[config.mk]
export PLATFORM = sky130hd
export DESIGN_NAME = usbfa_ctrl
export DESIGN_NICKNAME = d
export VERILOG_FILES = /design/src/logic/usbfa_pkg.sv /design/src/logic/usbfa_rst_gen.sv /design/src/logic/usbfa_ctrl.sv
export SDC_FILE = /design/constraint.sdc
export NUM_CORES = 1
export LEC_CHECK = 0
export ABC_CLOCK_PERIOD_IN_PS = 3760
export CORE_ASPECT_RATIO = 0.8
export CORE_MARGIN = 2
export CORE_UTILIZATION = 45
export DETAILED_ROUTE_END_ITERATION = 6
export DONT_BUFFER_PORTS = 1
export PLACE_DENSITY = 0.61
export SLEW_MARGIN = 20
export SYNTH_ARGS = -nofsm -noshare
export SYNTH_HDL_FRONTEND = slang
export SYNTH_SLANG_ARGS = --single-unit
[constraint.sdc]
create_clock -name i_clock -period 3.76 [get_ports i_clock]
set_clock_uncertainty 0.15 [all_clocks]
set_input_delay 0.376 -clock i_clock [delete_from_list [all_inputs] [get_ports i_clock]]
set_output_delay 0.376 -clock i_clock [all_outputs]
set_load 0.005 [all_outputs]
[src/logic/usbfa_pkg.sv]
// Shared constants and carrier types for the USB function address/power block
package usbfa_pkg;

   // ==========================================================
   // Register map
   localparam logic [7:0] ADDR_FUNC_ADDRESS = 8'h00;
   localparam logic [7:0] ADDR_POWER = 8'h01;
   localparam logic [7:0] ADDR_IRQ_ENABLE = 8'h02;
   localparam logic [7:0] ADDR_STATUS = 8'h03;

   // ==========================================================
   // Reset values
   localparam logic [7:0] RST_FUNC_ADDRESS = 8'h00;
   localparam logic [7:0] RST_POWER = 8'h10;
   localparam logic [7:0] RST_IRQ_ENABLE = 8'h06;
   localparam logic [7:0] DATA_ZERO = 8'h00;
   localparam logic [6:0] ADDR_ZERO = 7'h00;

   // ==========================================================
   // Field positions
   localparam int FA_UPDATE_BIT = 7;
   localparam int FA_ADDR_MSB = 6;
   localparam int PW_ISO_UPDATE_BIT = 7;
   localparam int PW_INHIBIT_BIT = 4;
   localparam int PW_BUS_RESET_BIT = 3;
   localparam int PW_RESUME_BIT = 2;
   localparam int PW_SUSP_MODE_BIT = 1;
   localparam int PW_SUSP_EN_BIT = 0;
   localparam int IE_SUSPEND_BIT = 0;
   localparam int IE_RESUME_BIT = 1;
   localparam int IE_BUS_RESET_BIT = 2;

   // ==========================================================
   // Timing: core reset stays asserted this many clocks after request
   localparam int RST_SYNC_STAGES = 2;

   // ==========================================================
   // Suspend/resume state, Gray coded in declaration order only
   typedef enum logic [1:0] {
      ST_ACTIVE = 2'b00,
      ST_SUSPENDED = 2'b01,
      ST_WAKE_DRIVE = 2'b11,
      ST_RESUMED = 2'b10
   } usbfa_state_type;

   // Events reported by the link logic, one-cycle pulses except bus_reset
   typedef struct packed {
      logic bus_reset;
      logic suspend;
      logic resume;
      logic sof;
      logic transfer_done;
      logic iso_pkt_loaded;
      logic iso_in_token;
   } usbfa_bus_ev_type;

   // Side effects of a detected bus reset, one-cycle pulses
   typedef struct packed {
      logic fifo_flush;
      logic csr_clear;
      logic index_clear;
      logic irq_enable_all;
   } usbfa_rst_fx_type;

endpackage

[src/logic/usbfa_rst_gen.sv]
// Core reset generator: async assert, synchronous release
`timescale 1ns/100ps
`default_nettype none
module usbfa_rst_gen
   import usbfa_pkg::*;
(
   input wire logic i_clock,
   input wire logic i_rst_n,
   input wire logic i_req_rst_n,
   output logic o_core_rst_n
);
   import usbfa_pkg::*;

   // ==========================================================
   // Release chain
   wire rst_any_n;
   wire [RST_SYNC_STAGES-1:0] stage_in;
   logic [RST_SYNC_STAGES-1:0] chain_r;

   // Either source asserts at once, no clock needed
   assign rst_any_n = i_rst_n & i_req_rst_n;
   // First stage loads a constant one, the rest shift it along
   assign stage_in = {chain_r[RST_SYNC_STAGES-2:0], 1'b1};

   genvar g;
   generate
      for (g = 0; g < RST_SYNC_STAGES; g++)
      begin : g_stage
         always_ff @(posedge i_clock or negedge rst_any_n)
         begin
            if (!rst_any_n)
               chain_r[g] <= 1'b0;
            else
               chain_r[g] <= stage_in[g];
         end
      end
   endgenerate

   assign o_core_rst_n = chain_r[RST_SYNC_STAGES-1];

endmodule // usbfa_rst_gen
`default_nettype wire

[src/logic/usbfa_ctrl.sv]
// USB function address and device power control
`timescale 1ns/100ps
`default_nettype none
module usbfa_ctrl
(
   input wire logic i_clock,
   input wire logic i_rst_n,
   input wire logic [7:0] i_addr,
   input wire logic [7:0] i_wdata,
   input wire logic i_wr,
   input wire logic i_rd,
   output logic [7:0] o_rdata,
   input wire usbfa_pkg::usbfa_bus_ev_type i_bus_ev,
   input wire logic i_common_interrupt_flags_read,
   output logic [6:0] o_func_addr,
   output logic o_core_inhibit,
   output logic o_suspend,
   output logic o_osc_wake,
   output logic o_resume_drive,
   output usbfa_pkg::usbfa_rst_fx_type o_rst_fx,
   output logic o_bus_reset_irq,
   output logic o_suspend_irq,
   output logic o_resume_irq,
   output logic o_iso_send,
   output logic o_iso_zlp
);
   import usbfa_pkg::*;

   // ==========================================================
   // Decode helpers
   function automatic logic hit(input logic [7:0] a, input logic [7:0] ofs);
      hit = (a == ofs);
   endfunction

   // ==========================================================
   // Declarations
   logic core_rst_n;
   logic req_r;
   logic req_nxt;
   logic [6:0] addr_stored_r;
   logic [6:0] addr_stored_nxt;
   logic [6:0] addr_active_r;
   logic [6:0] addr_active_nxt;
   logic update_r;
   logic update_nxt;
   logic iso_update_r;
   logic inhibit_r;
   logic inhibit_nxt;
   logic bus_reset_flag_r;
   logic bus_reset_d_r;
   logic resume_bit_r;
   logic resume_bit_nxt;
   logic susp_en_r;
   logic ie_susp_r;
   logic ie_resume_r;
   logic ie_reset_r;
   logic ie_resume_nxt;
   logic ie_reset_nxt;
   usbfa_state_type state_r;
   usbfa_state_type state_nxt;
   logic iso_ready_r;
   logic iso_ready_nxt;
   logic iso_held_r;
   logic iso_held_nxt;
   logic [7:0] rdata_r;
   logic susp_irq_r;
   logic res_irq_r;
   logic rst_irq_r;
   logic osc_wake_r;
   logic send_r;
   logic zlp_r;
   logic suspend_r;
   usbfa_rst_fx_type fx_r;
   usbfa_rst_fx_type fx_nxt;

   // ==========================================================
   // Bus slave decode
   wire wr_function_address = i_wr & hit(i_addr, ADDR_FUNC_ADDRESS);
   wire wr_power = i_wr & hit(i_addr, ADDR_POWER);
   wire wr_ie = i_wr & hit(i_addr, ADDR_IRQ_ENABLE);
   wire rd_function_address = hit(i_addr, ADDR_FUNC_ADDRESS);
   wire rd_power = hit(i_addr, ADDR_POWER);
   wire rd_ie = hit(i_addr, ADDR_IRQ_ENABLE);
   wire rd_status = hit(i_addr, ADDR_STATUS);

   wire live = ~inhibit_r;
   wire ev_reset_lvl = live & i_bus_ev.bus_reset;
   wire ev_reset = ev_reset_lvl & ~bus_reset_d_r;
   wire ev_suspend = live & i_bus_ev.suspend;
   wire ev_resume = live & i_bus_ev.resume;
   wire ev_sof = live & i_bus_ev.sof;
   wire ev_done = live & i_bus_ev.transfer_done;
   wire ev_loaded = live & i_bus_ev.iso_pkt_loaded;
   wire ev_token = live & i_bus_ev.iso_in_token;

   wire wr_resume_1 = wr_power & i_wdata[PW_RESUME_BIT];
   wire wr_resume_0 = wr_power & ~i_wdata[PW_RESUME_BIT];
   wire susp_flag = (state_r != ST_ACTIVE);

   // ==========================================================
   // Core reset request
   // core reset request
   assign req_nxt = wr_power & i_wdata[PW_BUS_RESET_BIT];

   // Request flop sits on power-on reset only, so the core reset
   // it causes cannot cut its own pulse short
   always_ff @(posedge i_clock or negedge i_rst_n)
   begin
      if (!i_rst_n)
         req_r <= 1'b0;
      else
         req_r <= req_nxt;
   end

   usbfa_rst_gen u_rst_gen
   (
      .i_clock(i_clock),
      .i_rst_n(i_rst_n),
      .i_req_rst_n(~req_r),
      .o_core_rst_n(core_rst_n)
   );

   // ==========================================================
   // Function address
   // stored address
   assign addr_stored_nxt = ev_reset ? ADDR_ZERO :
                            wr_function_address ? i_wdata[FA_ADDR_MSB:0] :
                            addr_stored_r;
   // pending bit, a new write wins over the completion
   assign update_nxt = ev_reset ? 1'b0 :
                       wr_function_address ? 1'b1 :
                       ev_done ? 1'b0 :
                       update_r;
   assign addr_active_nxt = ev_reset ? ADDR_ZERO :
                            (ev_done & update_r) ? addr_stored_r :
                            addr_active_r;

   // ==========================================================
   // Power control fields
   // only resets set inhibit
   assign inhibit_nxt = (wr_power & ~i_wdata[PW_INHIBIT_BIT]) ? 1'b0 :
                        inhibit_r;
   assign resume_bit_nxt = wr_resume_0 ? 1'b0 :
                           (wr_resume_1 & (state_r == ST_SUSPENDED)) ? 1'b1 :
                           resume_bit_r;

   assign ie_resume_nxt = ev_reset ? 1'b1 :
                          wr_ie ? i_wdata[IE_RESUME_BIT] : ie_resume_r;
   assign ie_reset_nxt = ev_reset ? 1'b1 :
                         wr_ie ? i_wdata[IE_BUS_RESET_BIT] : ie_reset_r;

   assign fx_nxt = {4{ev_reset}};

   // ==========================================================
   // Suspend and resume sequencing
   always_comb
   begin
      state_nxt = state_r;
      case (state_r)
         ST_ACTIVE:
         begin
            if (ev_suspend & susp_en_r & ~ev_reset)
               state_nxt = ST_SUSPENDED;
         end
         ST_SUSPENDED:
         begin
            if (ev_reset)
               state_nxt = ST_ACTIVE;
            else if (ev_resume)
               state_nxt = ST_RESUMED;
            else if (wr_resume_1)
               state_nxt = ST_WAKE_DRIVE;
         end
         ST_WAKE_DRIVE:
         begin
            if (ev_reset | wr_resume_0)
               state_nxt = ST_ACTIVE;
         end
         ST_RESUMED:
         begin
            if (ev_reset | i_common_interrupt_flags_read)
               state_nxt = ST_ACTIVE;
         end
         default:
            state_nxt = ST_ACTIVE;
      endcase
   end
   wire leave_susp = (state_r == ST_SUSPENDED) & (state_nxt != ST_SUSPENDED);

   // ==========================================================
   // Isochronous IN gating
   // Load and token together: token sees old state, load waits
   wire iso_go = ev_token & iso_ready_r & ~iso_held_r;
   wire iso_zlp_now = ev_token & iso_update_r & ~(iso_ready_r & ~iso_held_r);
   assign iso_held_nxt = (ev_loaded & iso_update_r) ? 1'b1 :
                         ev_sof ? 1'b0 :
                         iso_held_r;
   assign iso_ready_nxt = ev_loaded ? 1'b1 :
                          iso_go ? 1'b0 :
                          iso_ready_r;

   // ==========================================================
   // Read mux
   wire [7:0] function_address_view = {update_r, addr_stored_r};
   wire [7:0] power_view = {iso_update_r, 2'b00, inhibit_r,
                            bus_reset_flag_r, resume_bit_r,
                            susp_flag, susp_en_r};
   wire [7:0] ie_view = {5'b00000, ie_reset_r, ie_resume_r, ie_susp_r};
   wire [7:0] status_view = {iso_held_r, addr_active_r};
   wire [7:0] rd_mux = rd_function_address ? function_address_view :
                       rd_power ? power_view :
                       rd_ie ? ie_view :
                       rd_status ? status_view :
                       DATA_ZERO;
   wire [7:0] rdata_nxt = i_rd ? rd_mux : DATA_ZERO;

   // ==========================================================
   // Registers on the core reset
   // all registers except req_r to defaults
   always_ff @(posedge i_clock or negedge core_rst_n)
   begin
      if (!core_rst_n)
      begin
         addr_stored_r <= RST_FUNC_ADDRESS[FA_ADDR_MSB:0];
         addr_active_r <= RST_FUNC_ADDRESS[FA_ADDR_MSB:0];
         update_r <= RST_FUNC_ADDRESS[FA_UPDATE_BIT];
      end
      else
      begin
         addr_stored_r <= addr_stored_nxt;
         addr_active_r <= addr_active_nxt;
         update_r <= update_nxt;
      end
   end

   always_ff @(posedge i_clock or negedge core_rst_n)
   begin
      if (!core_rst_n)
      begin
         iso_update_r <= RST_POWER[PW_ISO_UPDATE_BIT];
         inhibit_r <= RST_POWER[PW_INHIBIT_BIT];
         bus_reset_flag_r <= RST_POWER[PW_BUS_RESET_BIT];
         bus_reset_d_r <= 1'b0;
         resume_bit_r <= RST_POWER[PW_RESUME_BIT];
         susp_en_r <= RST_POWER[PW_SUSP_EN_BIT];
      end
      else
      begin
         if (wr_power)
            iso_update_r <= i_wdata[PW_ISO_UPDATE_BIT];
         if (wr_power)
            susp_en_r <= i_wdata[PW_SUSP_EN_BIT];
         inhibit_r <= inhibit_nxt;
         bus_reset_flag_r <= ev_reset_lvl;
         bus_reset_d_r <= ev_reset_lvl;
         resume_bit_r <= resume_bit_nxt;
      end
   end

   always_ff @(posedge i_clock or negedge core_rst_n)
   begin
      if (!core_rst_n)
      begin
         ie_susp_r <= RST_IRQ_ENABLE[IE_SUSPEND_BIT];
         ie_resume_r <= RST_IRQ_ENABLE[IE_RESUME_BIT];
         ie_reset_r <= RST_IRQ_ENABLE[IE_BUS_RESET_BIT];
         state_r <= ST_ACTIVE;
         suspend_r <= 1'b0;
         iso_ready_r <= 1'b0;
         iso_held_r <= 1'b0;
      end
      else
      begin
         if (wr_ie)
            ie_susp_r <= i_wdata[IE_SUSPEND_BIT];
         ie_resume_r <= ie_resume_nxt;
         ie_reset_r <= ie_reset_nxt;
         state_r <= state_nxt;
         suspend_r <= (state_nxt == ST_SUSPENDED);
         iso_ready_r <= iso_ready_nxt;
         iso_held_r <= iso_held_nxt;
      end
   end

   // ==========================================================
   // Output pulses and read data
   always_ff @(posedge i_clock or negedge core_rst_n)
   begin
      if (!core_rst_n)
      begin
         rdata_r <= DATA_ZERO;
         fx_r <= '0;
         rst_irq_r <= 1'b0;
         susp_irq_r <= 1'b0;
         res_irq_r <= 1'b0;
         osc_wake_r <= 1'b0;
         send_r <= 1'b0;
         zlp_r <= 1'b0;
      end
      else
      begin
         rdata_r <= rdata_nxt;
         fx_r <= fx_nxt;
         rst_irq_r <= ev_reset & ie_reset_nxt;
         susp_irq_r <= (state_r == ST_ACTIVE) &
                       (state_nxt == ST_SUSPENDED) & ie_susp_r;
         res_irq_r <= ie_resume_r &
                      (((state_r == ST_SUSPENDED) & ev_resume & ~ev_reset) |
                       ((state_r == ST_WAKE_DRIVE) & wr_resume_0 &
                        ~ev_reset));
         osc_wake_r <= leave_susp;
         send_r <= iso_go;
         zlp_r <= iso_zlp_now;
      end
   end

   // ==========================================================
   // Output drive
   assign o_rdata = rdata_r;
   assign o_func_addr = addr_active_r;
   assign o_core_inhibit = inhibit_r;
   assign o_suspend = suspend_r;
   assign o_osc_wake = osc_wake_r;
   assign o_resume_drive = resume_bit_r;
   assign o_rst_fx = fx_r;
   assign o_bus_reset_irq = rst_irq_r;
   assign o_suspend_irq = susp_irq_r;
   assign o_resume_irq = res_irq_r;
   assign o_iso_send = send_r;
   assign o_iso_zlp = zlp_r;

endmodule // usbfa_ctrl
`default_nettype wire

==> reports/metrics.cfg <==
[routing]
vias = 1354
first_iter_violations = 83
via_per_inst = 5.64
dr.pass1.iters = 4
wl_um = 4180
ant_nets = 0
drc = 0
wl_per_cell_um = 17.4

[worst_setup_path]
slowest_delay_ps = 650
worstSetupPathType = flop to flop
critPathLaunchType = flop
slowest_stage = dfstp_2
critical-path-top-delay-family = simple AND/OR/NAND/NOR gates
critical_path.max_fanout = 19
crit_required_ps = 3830
critical_path.cell_chain = nor2b_1 -> nand2b_2 -> inv_1 -> or3_4 -> a31oi_1
worstSetupEndpointType = flop
worstPathArrival_ps = 2310
critPathBufInv = 1

[pwr]
powerDensity_mw_per_mm2 = 393
p_leak_nw = 0.994
p_clk_share_pct = 35.3
swShare_pct = 23.4
p_total_w = 0.000828
vdd_ir_drop_max_uv = 191
p_int_w = 0.000634
pwr-share-comb_pct = 3.6
p_seq_share_pct = 61.1
netSwitchingPower_w = 0.000194

[logic_synthesis]
ys_ff_latch = 45
yosysWarnings = 0
synthCells = 190
synth_top_area_share_pct = 51.2
ys_seq_area_share_pct = 55.0
syn_area_per_cell_sq_um = 10.8
yosysTopAreaCell = dfrtp_1
synth_area_sq_mm = 0.00205
ys.flop_type = dfrtp_1
synth-async-reset-ratio_pct = 100
synthesis.nets = 218
synth.area.top_cells = dfrtp_1 (51%), mux2i_1 (5.4%), nor2_1 (4.6%)
synth_cell_types = 39
synth_edf_count = 0

[cells_and_area]
syn2layout_area_growth_pct = 2.68
antenna_cells = 0
multiInputGateArea_sq_um = 800
fill_cells = 400
fin_nets = 210
seqCellArea_sq_mm = 0.00113
layout-drive-gt1-share_pct = 12.6

[clocking]
cts.sink_count = 45
cts-root-to-sink-buffers = 2
clk_latency_ps = 300
htreeDepth = 2
cts_root_buf = clkbuf_8
clkTransAtPathRegs_ps = 80
cts_inserted_buffers = 5
cts_hold_buf = 1
cts-resized-gates = 0
cts_setup_buffers = 0
tritoncts = yes

[sta]
tns_ps = 0
max_clock_freq_mhz = 445
final-hold-violation-count = 0
fin_crit_sh_pct = 59.8
slew_viol_final = 0
period_minus_slack_ps = 2250
max-slew-margin-rel_pct = 40.5
finalSetupViolations = 0
rsz0062_at_grt = false
worstMarginPinSlew_ps = 892

[global_routing]
grt_max_degree = 43
grt_usage_pct = 17.5
grt_overflow = 0
grt_pass1_wl_um = 6760
grt_pass1_vias = 1344
antenna_found_initial = 0

[floorplanning]
die_x_um = 79.5
ios = 56
initial_core_util_pct = 48.0
fp.dieH_um = 64.4
dieArea_sq_mm = 0.00513
fp-row-count = 21
core_sq_mm = 0.00428

[place]
port-buffer-count = 0
place_congestion = 0.835
dpl.hpwl_um = 3030

[run]
max_cap_viol_count = 0

[worst_hold_path]
hold_path_class = input pin to flop

[status]
status = completed

==> cell usage after synthesis (2+ instances only) <==
master / n
nand3_1: 12
nand2b_1: 6
dfstp_2: 3
buf_4: 6
o21ai_0: 10
nor2_1: 25
nand3b_1: 2
mux4_2: 2
dfrtp_1: 42
mux2i_1: 11
nor3_1: 2
and4b_1: 2
nor2b_1: 4
buf_6: 2
clkbuf_1: 2
inv_1: 3
a31oi_1: 6
nor3b_2: 2
buf_2: 4
a21oi_1: 8
nand2_1: 18
==> per-stage QoR <==
step	hold WS [ps]	instance area, sq um	instances	setup slack (ps)	util [%]
floorplan	-69.6	2050	190	2160	-
global placement	-69.6	2010	231	1630	47.0
detailed placement	-69.6	2010	231	1510	47.0
CTS	1.62	2110	240	1500	49.3
global route	1.47	2110	240	1340	49.3
finish	4.51	2110	240	1510	49.3
==> final timing paths <==
kind,start,to,slack (ps),depth (start not counted)
setup / recovery,o_core_inhibit,o_suspend,1510,5
hold / removal,i_addr[1],o_rdata[1],5,1
setup reg to reg,o_core_inhibit,o_suspend,1510,5
hold reg to reg,req_r,u_rst_gen.chain_r[0],30,1
max in group asynchronous,u_rst_gen.o_core_rst_n,o_iso_zlp,2650,0
min in group asynchronous,req_r,u_rst_gen.chain_r[0],30,1
==> cells by family (layout without fill, tap and decap cells) <==
kind of cell / count (synthesis) / count (layout) / synth area share, %
and+or+nand+nor: 82 / 82 / 22.5
DFF: 45 / 45 / 55.0
AOI/OAI and AO/OA: 29 / 29 / 8.10
buffers and inverters: 19 / 12 / 6.09
muxes: 14 / 14 / 8.10
other: 1 / 1 / 0.183
==> sequential cells by signal (all words and copies together), names as in the netlist, 2 cells and up <==
name	count
addr_stored_r	7
o_func_addr	7
o_rdata	8
state_r	2
==> per-layer routing <==
layer / global-route usage (%) / routed length, um
met5: 0 / 0
met3: 5.85 / 352
met2: 27.0 / 2000
met1: 22.7 / 1760
met4: 7.11 / 65
==> area by class of cell <==
| cell class | count | share of cell area (%) |
|---|---|---|
| Clock buffer | 5 | 3.26 |
| Clock inverter | 3 | 0.830 |
| Inverter | 3 | 0.534 |
| Multi-Input combinational cell | 126 | 37.9 |
| Sequential cell | 45 | 53.6 |
| Tap cell | 57 | 3.38 |
| Timing Repair Buffer | 1 | 0.474 |
==> power groups by stage <==
| stage | Sequential (W) | Combinational [W] | Clock [W] |
|---|---|---|---|
| global route | 0.000510 | 0.0000332 | 0.000319 |
| CTS | 0.000507 | 0.0000299 | 0.000300 |
| detailed placement | 0.000517 | 0.0000289 | 0 |
| global placement | 0.000516 | 0.0000280 | 0 |
| floorplan | 0.000511 | 0.0000374 | 0 |
| finish | 0.000506 | 0.0000296 | 0.000292 |
==> layout by cell type, fill, tap and decap left out, types with 2 or more instances in the layout <==
| cell type | Yosys | final |
|---|---|---|
| clkbuf_8 | 0 | 5 |
| o21ai_0 | 10 | 10 |
| and4b_1 | 2 | 2 |
| nor3_1 | 2 | 2 |
| nand3b_1 | 2 | 2 |
| dfstp_2 | 3 | 3 |
| a31oi_1 | 6 | 6 |
| mux2i_1 | 11 | 11 |
| nor2_1 | 25 | 25 |
| inv_1 | 3 | 3 |
| nor2b_1 | 4 | 4 |
| nand2b_1 | 6 | 6 |
| mux4_2 | 2 | 2 |
| nand2_1 | 18 | 18 |
| clkinv_2 | 0 | 2 |
| nor3b_2 | 2 | 2 |
| nand3_1 | 12 | 12 |
| a21oi_1 | 8 | 8 |
| dfrtp_1 | 42 | 41 |
==> worst register-to-register path: stages (launching register included) <==
cell and delay, ps:
dfstp_2 650, nor2b_1 100, nand2b_2 310, inv_1 330, or3_4 470, a31oi_1 150
Power figures use the tool's default switching activity.
